--- src/dds_params.svh ---
// Purpose: Offsets, field positions, reset values, step sizes and FIFO depth of the distributed DMA slave channel.
// Assumes: Byte-wide I/O access within a 16-byte window.
// Notes: Included by the package and by the channel module.
`ifndef DDS_PARAMS_SVH
`define DDS_PARAMS_SVH

// -----------------------------------------------------------------------------
// Window and register offsets
// -----------------------------------------------------------------------------
`define DDS_CFG_SOCKET_DMA 8'h98
`define DDS_WIN_HI 15
`define DDS_WIN_LO 4
`define DDS_OFF_ADDR_LO 4'h0
`define DDS_OFF_ADDR_HI 4'h1
`define DDS_OFF_PAGE 4'h2
`define DDS_OFF_COUNT_LO 4'h4
`define DDS_OFF_COUNT_HI 4'h5
`define DDS_OFF_COMMAND 4'h8
`define DDS_OFF_STATUS 4'h8
`define DDS_OFF_MODE 4'hb

// -----------------------------------------------------------------------------
// Fields and reset values
// -----------------------------------------------------------------------------
`define DDS_CMD_DISABLE_BIT 2
`define DDS_MODE_DIR_BIT 5
`define DDS_ADDR_RESET 16'h0000
`define DDS_PAGE_RESET 8'h00
`define DDS_COUNT_RESET 16'h0000
`define DDS_CMD_RESET 8'h00
`define DDS_STEP_8BIT 16'h0001
`define DDS_STEP_16BIT 16'h0002
`define DDS_FIFO_DEPTH 8

`endif

--- src/dds_pkg.sv ---
// Purpose: Types shared by the distributed DMA slave channel modules.
// Assumes: dds_params.svh supplies the numeric constants.
// Notes: Holds only types.
`include "dds_params.svh"

package dds_pkg;

  typedef enum logic [1:0] {
    DDS_IDLE,
    DDS_ADDR,
    DDS_DATA
  } dds_state_e;

  typedef logic [3:0] dds_off_t;

endpackage

--- src/dds_fifo.sv ---
// Purpose: Small synchronous FIFO for transfer data.
// Assumes: One clock, synchronous active-low reset.
// Notes: Full and empty are exact; storage is flip-flops indexed by pointer.
`timescale 1ns/1ps
`default_nettype none

module dds_fifo #(
  parameter int WIDTH = 16,
  parameter int DEPTH = 8
) (
  input wire logic CLK, // clock
  input wire logic RESET_N, // synchronous reset, active low
  input wire logic in_valid, // write request
  output logic in_ready, // space available
  input wire logic [WIDTH-1:0] in_data, // write data
  output logic out_valid, // data available
  input wire logic out_ready, // consumer takes data
  output logic [WIDTH-1:0] out_data // head data
);
  localparam int AW = $clog2(DEPTH);

  typedef struct packed {
    logic [DEPTH-1:0][WIDTH-1:0] mem;
    logic [AW-1:0] wr;
    logic [AW-1:0] rd;
    logic [AW:0] used;
  } dds_fifo_s;

  dds_fifo_s q;
  dds_fifo_s next_q;
  logic push;
  logic pop;

  assign push = in_valid && in_ready;
  assign pop = out_valid && out_ready;
  assign in_ready = (q.used != (AW+1)'(DEPTH));
  assign out_valid = (q.used != '0);
  assign out_data = q.mem[q.rd];

  always_comb begin
    next_q = q;
    if (push) begin
      next_q.mem[q.wr] = in_data;
      next_q.wr = (q.wr == AW'(DEPTH - 1)) ? '0 : q.wr + 1'b1;
    end
    if (pop) begin
      next_q.rd = (q.rd == AW'(DEPTH - 1)) ? '0 : q.rd + 1'b1;
    end
    if (push && !pop) begin
      next_q.used = q.used + 1'b1;
    end else if (pop && !push) begin
      next_q.used = q.used - 1'b1;
    end
  end

  always_ff @(posedge CLK) begin
    if (!RESET_N) begin
      q <= '0;
    end else begin
      q <= next_q;
    end
  end

endmodule
`default_nettype wire

--- src/dds_channel.sv ---
// Purpose: Register window and address/count engine of one distributed DMA slave channel.
// Assumes: Host I/O accesses arrive as byte strobes already qualified by the PCI target; PCI clock and reset.
// Notes: Transfer data from the card side passes through an 8-word FIFO.
`include "dds_params.svh"
`timescale 1ns/1ps
`default_nettype none

module dds_channel #(
  parameter int DATA_WIDTH = 16,
  parameter int FIFO_DEPTH = `DDS_FIFO_DEPTH
) (
  input wire logic CLK, // PCI clock
  input wire logic RESET_N, // PCI reset, synchronous, active low
  input wire logic CFG_WR, // config write strobe to socket DMA register
  input wire logic [15:0] CFG_WDATA, // config write data, low half
  output logic [15:0] CFG_RDATA, // socket DMA register readback
  input wire logic IO_WR, // I/O write strobe, one byte
  input wire logic IO_RD, // I/O read strobe, one byte
  input wire logic [15:0] IO_ADDR, // I/O byte address
  input wire logic [7:0] IO_WDATA, // I/O write data
  output logic [7:0] IO_RDATA, // I/O read data, one cycle after strobe
  output logic IO_HIT, // access fell inside the window
  input wire logic XFER_REQ, // card requests a transfer, pin
  input wire logic XFER_16BIT, // 16-bit transfer mode select, pin
  input wire logic [DATA_WIDTH-1:0] XFER_DATA, // data for the transfer
  output logic XFER_READY, // transfer accepted into the FIFO
  output logic ADDR_PHASE, // address phase is on the AD lines
  output logic [23:0] PCI_AD, // address phase value
  output logic TERMINAL_COUNT, // count reached terminal count
  output logic OUT_VALID, // FIFO head valid
  input wire logic OUT_READY, // consumer takes FIFO head
  output logic [DATA_WIDTH-1:0] OUT_DATA // FIFO head data
);
  import dds_pkg::*;

  // ---------------------------------------------------------------------------
  // State
  // ---------------------------------------------------------------------------
  typedef struct packed {
    logic [15:4] win_base;
    logic [15:0] base_addr;
    logic [15:0] cur_addr;
    logic [7:0] page;
    logic [15:0] base_count;
    logic [15:0] cur_count;
    logic controller_disable_bit;
    logic address_direction;
    logic [3:0] terminal_count;
    logic [1:0] req_sync;
    logic [1:0] mode_sync;
    dds_state_e state;
    logic [7:0] rdata;
    logic hit;
    logic addr_phase;
    logic [23:0] ad;
    logic tc_out;
  } dds_regs_s;

  dds_regs_s q;
  dds_regs_s next_q;
  dds_off_t off;
  logic in_win;
  logic fifo_ready;
  logic fifo_push;
  logic [15:0] step;
  logic tc_set;

  assign in_win = (IO_ADDR[`DDS_WIN_HI:`DDS_WIN_LO] == q.win_base);
  assign off = dds_off_t'(IO_ADDR[3:0]);
  assign step = q.mode_sync[1] ? `DDS_STEP_16BIT : `DDS_STEP_8BIT;
  assign fifo_push = (q.state == DDS_DATA);
  assign tc_set = (q.state == DDS_DATA) && fifo_ready && (q.cur_count <= step);

  // ---------------------------------------------------------------------------
  // Data buffer
  // ---------------------------------------------------------------------------
  dds_fifo #(
    .WIDTH(DATA_WIDTH),
    .DEPTH(FIFO_DEPTH)
  ) u_fifo (
    .CLK(CLK),
    .RESET_N(RESET_N),
    .in_valid(fifo_push),
    .in_ready(fifo_ready),
    .in_data(XFER_DATA),
    .out_valid(OUT_VALID),
    .out_ready(OUT_READY),
    .out_data(OUT_DATA)
  );

  // ---------------------------------------------------------------------------
  // Next-state logic
  // ---------------------------------------------------------------------------
  always_comb begin
    next_q = q;
    next_q.req_sync = {q.req_sync[0], XFER_REQ};
    next_q.mode_sync = {q.mode_sync[0], XFER_16BIT};
    next_q.hit = 1'b0;
    next_q.addr_phase = 1'b0;
    next_q.tc_out = (q.terminal_count != 4'h0);
    if (CFG_WR) begin
      next_q.win_base = CFG_WDATA[`DDS_WIN_HI:`DDS_WIN_LO];
    end
    // Transfer engine. A new transfer only starts when enabled and space exists.
    case (q.state)
      DDS_IDLE: begin
        if (q.req_sync[1] && !q.controller_disable_bit && fifo_ready) begin
          next_q.state = DDS_ADDR;
        end
      end
      DDS_ADDR: begin
        next_q.addr_phase = 1'b1;
        if (q.mode_sync[1]) begin
          next_q.ad = {q.page[7:1], q.cur_addr, 1'b0};
        end else begin
          next_q.ad = {q.page, q.cur_addr};
        end
        next_q.state = DDS_DATA;
      end
      DDS_DATA: begin
        if (fifo_ready) begin
          next_q.cur_addr = q.address_direction ? q.cur_addr - step : q.cur_addr + step;
          next_q.cur_count = q.cur_count - step;
          if (q.cur_count <= step) begin
            next_q.terminal_count = 4'hf;
            next_q.cur_count = 16'h0000;
          end
          next_q.state = DDS_IDLE;
        end
      end
      default: begin
        next_q.state = DDS_IDLE;
      end
    endcase
    // Register reads; reserved locations and legacy bits read as zero.
    next_q.rdata = 8'h00;
    if (IO_RD && in_win) begin
      next_q.hit = 1'b1;
      case (off)
        `DDS_OFF_ADDR_LO: next_q.rdata = q.cur_addr[7:0];
        `DDS_OFF_ADDR_HI: next_q.rdata = q.cur_addr[15:8];
        `DDS_OFF_PAGE: next_q.rdata = q.page;
        `DDS_OFF_COUNT_LO: next_q.rdata = q.cur_count[7:0];
        `DDS_OFF_COUNT_HI: next_q.rdata = q.cur_count[15:8];
        `DDS_OFF_STATUS: begin
          next_q.rdata = {4'h0, q.terminal_count};
          // A terminal count arriving in this same cycle survives the clear.
          if (!tc_set) begin
            next_q.terminal_count = 4'h0;
          end
        end
        `DDS_OFF_MODE: next_q.rdata = {2'b00, q.address_direction, 5'h00};
        default: next_q.rdata = 8'h00;
      endcase
    end
    // Register writes; command bits other than the disable bit are not stored.
    if (IO_WR && in_win) begin
      next_q.hit = 1'b1;
      case (off)
        `DDS_OFF_ADDR_LO: begin
          next_q.base_addr[7:0] = IO_WDATA;
          next_q.cur_addr[7:0] = IO_WDATA;
        end
        `DDS_OFF_ADDR_HI: begin
          next_q.base_addr[15:8] = IO_WDATA;
          next_q.cur_addr[15:8] = IO_WDATA;
        end
        `DDS_OFF_PAGE: next_q.page = IO_WDATA;
        `DDS_OFF_COUNT_LO: begin
          next_q.base_count[7:0] = IO_WDATA;
          next_q.cur_count[7:0] = IO_WDATA;
        end
        `DDS_OFF_COUNT_HI: begin
          next_q.base_count[15:8] = IO_WDATA;
          next_q.cur_count[15:8] = IO_WDATA;
        end
        `DDS_OFF_COMMAND: next_q.controller_disable_bit = IO_WDATA[`DDS_CMD_DISABLE_BIT];
        `DDS_OFF_MODE: next_q.address_direction = IO_WDATA[`DDS_MODE_DIR_BIT];
        default: next_q.hit = 1'b1;
      endcase
    end
  end

  always_ff @(posedge CLK) begin
    if (!RESET_N) begin
      q <= '0;
      q.base_addr <= `DDS_ADDR_RESET;
      q.cur_addr <= `DDS_ADDR_RESET;
      q.page <= `DDS_PAGE_RESET;
      q.base_count <= `DDS_COUNT_RESET;
      q.cur_count <= `DDS_COUNT_RESET;
      q.controller_disable_bit <= 1'b0;
      q.state <= DDS_IDLE;
    end else begin
      q <= next_q;
    end
  end

  // ---------------------------------------------------------------------------
  // Outputs
  // ---------------------------------------------------------------------------
  assign CFG_RDATA = {q.win_base, 4'h0};
  assign IO_RDATA = q.rdata;
  assign IO_HIT = q.hit;
  assign ADDR_PHASE = q.addr_phase;
  assign PCI_AD = q.ad;
  assign TERMINAL_COUNT = q.tc_out;
  assign XFER_READY = fifo_push && fifo_ready;
endmodule
`default_nettype wire

--- config.mk ---
export PLATFORM = sky130hd
export DESIGN_NAME = dds_channel
export DESIGN_NICKNAME = d
export VERILOG_FILES = /design/src/dds_pkg.sv /design/src/dds_fifo.sv /design/src/dds_channel.sv
export VERILOG_INCLUDE_DIRS = /design/src
export SDC_FILE = /design/constraint.sdc
export NUM_CORES = 1
export LEC_CHECK = 0
export BUFFER_PORTS_ARGS = -buffer_cell sky130_fd_sc_hd__clkbuf_2
export CAP_MARGIN = 20
export CORE_MARGIN = 10
export CORE_UTILIZATION = 57
export DETAILED_ROUTE_END_ITERATION = 12
export GPL_ROUTABILITY_DRIVEN = 1
export PLACE_DENSITY = 0.89
export SLEW_MARGIN = 20
export SYNTH_ARGS = -nofsm -noshare
export SYNTH_HDL_FRONTEND = slang
export SYNTH_SLANG_ARGS = --single-unit
--- constraint.sdc ---
create_clock -name CLK -period 5.1 [get_ports CLK]
set_input_delay 0 -clock CLK [delete_from_list [all_inputs] [get_ports CLK]]
set_output_delay 0 -clock CLK [all_outputs]
set_load 0.05 [all_outputs]
==> results of run 1 <==
==> layer usage <==
| metal | wire, um | up-vias | track usage, % |
|---|---|---|---|
| li1 | - | 4807 | - |
| met1 | 13000 | 4936 | 27.86 |
| met2 | 16390 | 581 | 39.52 |
| met3 | 3183 | 110 | 4.636 |
| met4 | 1103 | 0 | 7.637 |
| met5 | 0 | - | 0 |
==> power by group <==
part	switching [mW]	internal [mW]	leakage [nW]	total [mW]
sequential	0.0999	1.90	1.91	2.00
combinational	0.362	0.263	3.02	0.625
clock	0.798	1.23	0.460	2.03
total	1.26	3.39	5.40	4.65
==> timing repair <==
action / in CTS / in global routing
resized for setup: 0 / 0
hold buffers: 42 / 0
hold endpoints to repair: 192 / 0
setup buffers: 0 / 0
==> critical path, delay by kind of cell (launching register included) <==
family | cells | cell delay, ns
buf+inv | 2 | 0.45
xor+xnor | 1 | 0.10
flops | 1 | 0.37
fa+ha+maj | 2 | 0.57
simple gates | 3 | 1.51
compound gates | 3 | 0.50
==> registers in the layout, summed over array words and instances (netlist names) <==
name	flops
u_fifo.q	138
q	50
PCI_AD	24
CFG_RDATA	12
IO_RDATA	8
next_q	2
ADDR_PHASE	1
IO_HIT	1
TERMINAL_COUNT	1
==> stage by stage <==
step                cell area (um^2)  total power, mW
global placement               12540            2.605
floorplan                      12310            2.503
finish                         13920            4.654
CTS                            13890            4.652
global route                   13920            4.791
detailed placement             12540            2.624
==> layout make-up <==
| class | instances | area, um^2 |
|---|---|---|
| clock buffers | 29 | 691.9 |
| clock inverters | 19 | 242.7 |
| fillers | 1570 | 7229 |
| inverters | 12 | 45.04 |
| multi-input cells | 962 | 6704 |
| flip-flops and latches | 237 | 4747 |
| well taps | 275 | 344.1 |
| repair buffers | 178 | 1150 |
==> kinds of logic after synthesis <==
family,Yosys count,share of synthesized area (%)
multiplexers,94,11.08
AND/OR/NAND/NOR,505,20.05
other,1,0.03049
buffers and inverters,159,7.039
flip-flops,237,38.57
adder cells (fa/ha/maj),28,3.031
AO/OA/AOI/OAI,302,18.14
XOR/XNOR,29,2.065
==> worst max-delay path by stage <==
stage	endpoint	cells after the start	slack, ns
4_1_cts	u_fifo.q[3]	11	1.54
5_1_grt	u_fifo.q[3]	11	1.28
6_report	u_fifo.q[3]	11	1.53
2_1_floorplan	u_fifo.q[3]	14	1.81
3_5_place_dp	u_fifo.q[3]	11	1.54
3_3_place_gp	u_fifo.q[3]	11	1.60
==> synth_stat cells, types with 24 or more instances <==
master	n	share of area [%]
nand2_1	329	10
dfxtp_1	237	39
a21boi_0	104	6.3
buf_4	56	3.4
clkbuf_1	52	1.6
mux2i_1	45	3.7
a21boi_1	40	2.4
nor2b_1	40	2.0
mux4_2	32	5.9
a21oi_1	29	1.2
o21ai_0	26	1.1
ha_1	25	2.5
o211a_1	24	2.0
==> flow_metrics.tcl, run 1 <==
set metrics [dict create \
    status "finished, final reports clean" \
    path_max_fanout 38 \
    grt_overflow_total 0 \
    layout.cells.non_filler 1712 \
    diodes 0 \
    insertion_delay_ns 0.53 \
    wirelength_um 33680 \
    cp.arrival_ns 4.04 \
    rsz0062_at_grt "no" \
    worstMarginPinSlew_ns 1.171 \
    start_util_pct 58.15 \
    first_global_vias 10510 \
    ir_drop_v 0.0002997 \
    crit_type "reg2reg" \
    port_buffers 124 \
    worst_hold_path.endpoint "IO_RDATA[5]" \
    max-cap-violations 0 \
    die_h_um 166.9 \
    dr.pass1.iters 5 \
    drive_above_1_share_pct 18.65 \
    fp.dieW_um 166.9 \
    ys_seq_area_share_pct 38.57 \
    slowest_delay_ns 0.76 \
    whs_ns 0.0009427 \
    cts_tree "built" \
    r2r_slack_ns 1.53 \
    synth_ff_type "dfxtp_1" \
    clkSinkCount 237 \
    core_um2 21150 \
    hpwlAfterDp_um 20860 \
    synthArstFlopShare_pct 0 \
    relSlewSlack_pct 21.70 \
    hold_path_startpoint "IO_ADDR[0]" \
    yosys_warnings 0 \
    worstPathRequired_ns 5.56 \
    p_leak_nw 5.395 \
    fin_nets 1509 \
    min_path_type "in2reg" \
    power_density_nw_per_um2 334.3 \
    drt-initial-drc-count 1089 \
    critPathSlowestCell "or4b_1" \
    timing.final.crit_period_ns 3.574 \
    timing.final.crit_share_pct 70.09 \
    numCtsBuffers 26 \
    ys_ff_latch 237 \
    rows 53 \
    drc 0 \
    tns_ns 0 \
    place_congestion 0.9308 \
    fin_skew_ns 0.01249 \
    grt_use_total_pct 22.92 \
    rr_endpoint "u_fifo.q[3]" \
    ioPinCount 133 \
    finalMaxSlewViolations 0 \
    cts-root-buf "clkbuf_16" \
    dp_worst_setup_slack_ns 1.544 \
    fmax_mhz 279.8 \
    grt_max_degree 138 \
    antenna_found_initial 0 \
    setup_ws_ns 1.526 \
    via_per_inst 6.095 \
    dp_cells 1620 \
    final_cell_mix "nand2_1 (329), dfxtp_1 (235), clkbuf_2 (123), a21boi_0 (104), mux2i_1 (45)" \
    ant_nets 0 \
    synth.distinct_cells 79 \
    setup-violations-final 0 \
    grt_pass1_wl_um 54580 \
    setup.worst_path.start "u_fifo.q[0]" \
    crit_chain "or4b_1 > nand2_4 > inv_2 > ha_1 > inv_1 > ha_1 > a21o_1 > a21oi_1 > xnor2_1 > or3_1 > a21boi_0" \
    synthCells 1355 \
    final_core_utilization_pct 65.82 \
    clock_path_buffers 3 \
    start_kind "register" \
    hold_violations 0 \
    worst_path_most_repeated_cell "ha_1" \
    area_growth_syn_to_layout_pct 13.20 \
    htreeDepth 1 \
    wl_per_cell_um 19.67 \
    reg2regPathDepth 11 \
    vias 10430 \
    die-area_um2 27860 \
    cts.clk_slew.worst_paths_ns 0.06 \
    reg2reg_from "u_fifo.q[0]" \
    holdPathStages 3 \
    synth_area_um2 12300 \
    end_kind "register" \
    avgSynthCellArea_um2 9.078 \
    layout_commonest_cell "nand2_1" \
    synth_edf_count 0 \
]
Power figures use the tool's default switching activity.
==> inputs of run 2 (changes only) <==
==> constraint.sdc (replaced) <==
create_clock -name CLK -period 3.58 [get_ports CLK]
set_input_delay 0 -clock CLK [delete_from_list [all_inputs] [get_ports CLK]]
set_output_delay 0 -clock CLK [all_outputs]
set_load 0.05 [all_outputs]
==> run 2 against run 1 <==
- setup slack got worse by 0.82 ns
- sequential cell count stayed put
- non-clock buffer count rose by 13
- critical path type unchanged
- critical endpoint unchanged
==> flow_metrics.tcl, run 2 (synthesized netlist as in run 1, its figures left out) <==
set metrics [dict create \
    fp.dieW_um 166.9 \
    area_growth_syn_to_layout_pct 13.10 \
    fillerInstances 1561 \
    relSlewSlack_pct 30.37 \
    worstPathRequired_ns 4.03 \
    fin_nets 1521 \
    swShare_pct 27.23 \
    grt_use_total_pct 22.73 \
    cts-root-buf "clkbuf_16" \
    path_max_fanout 9 \
    hpwlAfterDp_um 21460 \
    rows 53 \
    hold_violations 0 \
    first_global_vias 10300 \
    timing.final.crit_period_ns 2.874 \
    wl_per_cell_um 19.50 \
    grt_pass1_wl_um 53650 \
    grt_overflow_total 0 \
    power_mw 6.382 \
    multiInputGateArea_um2 6704 \
    power_frac_clock_pct 41.5 \
    fin_skew_ns 0.01119 \
    rsz0062_at_grt "no" \
    clock_path_buffers 3 \
    drive_above_1_share_pct 18.78 \
    ioPinCount 133 \
    insertion_delay_ns 0.53 \
    dr.pass1.iters 5 \
    setup-violations-final 0 \
    numCtsBuffers 25 \
    dp_cells 1634 \
    cts.clk_slew.worst_paths_ns 0.06 \
    intPower_mw 4.644 \
    clkSinkCount 237 \
    cts_tree "built" \
    regMostFlops "u_fifo.q" \
    tns_ns 0 \
    p_leak_nw 5.403 \
    die-area_um2 27860 \
    min_path_type "in2reg" \
    end_kind "register" \
    ctsResizeCount 0 \
    htreeDepth 1 \
    setup_ws_ns 0.7056 \
    via_per_inst 6.015 \
    cts_post_setup_buffers_inserted 0 \
    status "finished, final reports clean" \
    seqCellArea_um2 4747 \
    layout_commonest_cell "nand2_1" \
    drc 0 \
    grt_max_degree 90 \
    final_core_utilization_pct 65.77 \
    place_congestion 0.9630 \
    timing.final.crit_share_pct 80.29 \
    ant_nets 0 \
    dp_worst_setup_slack_ns 0.7133 \
    final_cell_mix "nand2_1 (329), dfxtp_1 (235), clkbuf_2 (123), a21boi_0 (104), mux2i_1 (45)" \
    die_h_um 166.9 \
    netSwitchingPower_mw 1.738 \
    power_density_nw_per_um2 458.7 \
    max-cap-violations 0 \
    start_kind "register" \
    port_buffers 124 \
    core_um2 21150 \
    wirelength_um 33620 \
    start_util_pct 58.15 \
    ir_drop_v 0.0003747 \
    worstMarginPinSlew_ns 1.043 \
    r2r_slack_ns 0.71 \
    fmax_mhz 347.9 \
    drt-initial-drc-count 1075 \
    p_seq_share_pct 44.3 \
    crit_type "reg2reg" \
    largest_register_ffs 138 \
    cp.arrival_ns 3.32 \
    vias 10370 \
    antenna_found_initial 1 \
    finalMaxSlewViolations 0 \
    p_comb_share_pct 14.2 \
    layout.cells.non_filler 1724 \
]
run 2: changes by cell type in the layout (fill, tap and decap cells not counted), moves of 2 or more:
cell / before / now
buf_4: 11 / 25
clkbuf_1: 0 / 6
clkinv_2: 9 / 4
bufinv_16: 5 / 2
clkbuf_8: 3 / 6
clkinvlp_4: 3 / 1
run 2: timing repair:
action,4_1_cts,5_1_grt
hold endpoints to repair,193,0
hold buffers,43,0
endpoints found under the setup margin,0,0
run 2: power by group through the flow:
stage / Combinational [mW] / Sequential (mW) / Clock [mW]
after floorplan: 0.760 / 2.81 / 0
after global placement: 0.842 / 2.88 / 0
final: 0.907 / 2.83 / 2.65
after detailed placement: 0.861 / 2.89 / 0
after CTS: 0.902 / 2.83 / 2.66
after global routing: 0.974 / 2.84 / 2.77
run 2: routing by layer:
metal | global-route usage (%) | part of all wire, % | up-vias
li1 | - | - | 4831
met1 | 26.87 | 38 | 4888
met2 | 39.31 | 49 | 531
met3 | 5.131 | 9.1 | 120
met4 | 8.438 | 4.1 | 0
met5 | 0 | 0 | -
run 2: worst paths after layout:
kind                                   from  cells after the start          end
worst max-delay path            u_fifo.q[0]                     11  u_fifo.q[3]
worst min-delay path                RESET_N                      2        q[36]
worst max register to register  u_fifo.q[0]                     11  u_fifo.q[3]
worst min register to register   next_q[40]                      1        q[40]
run 2: cell type report:
cell class	count	area share (%)
well taps	275	2.473
multi-input cells	962	48.19
repair buffers	191	8.868
diodes	1	0.01799
clock buffers	37	5.252
flip-flops and latches	237	34.12
inverters	12	0.3238
clock inverters	9	0.7555
run 2: worst max-delay path: stages, from the launching register on:
cell and delay, ns:
dfxtp_1 0.36, or4b_1 0.77, nand2_4 0.14, inv_2 0.04, ha_1 0.21, inv_1 0.12, ha_1 0.24, a21o_1 0.18
a21oi_1 0.17, xnor2_1 0.08, or3_1 0.29, a21boi_0 0.18
run 2: through the flow:
stage / cell area [um^2] / hold slack (ns)
after floorplan: 12310 / 0.1273
after detailed placement: 12640 / 0.2133
final: 13910 / 0.02977
after global placement: 12640 / 0.2070
after CTS: 13910 / 0.01788
after global routing: 13910 / 0.05343
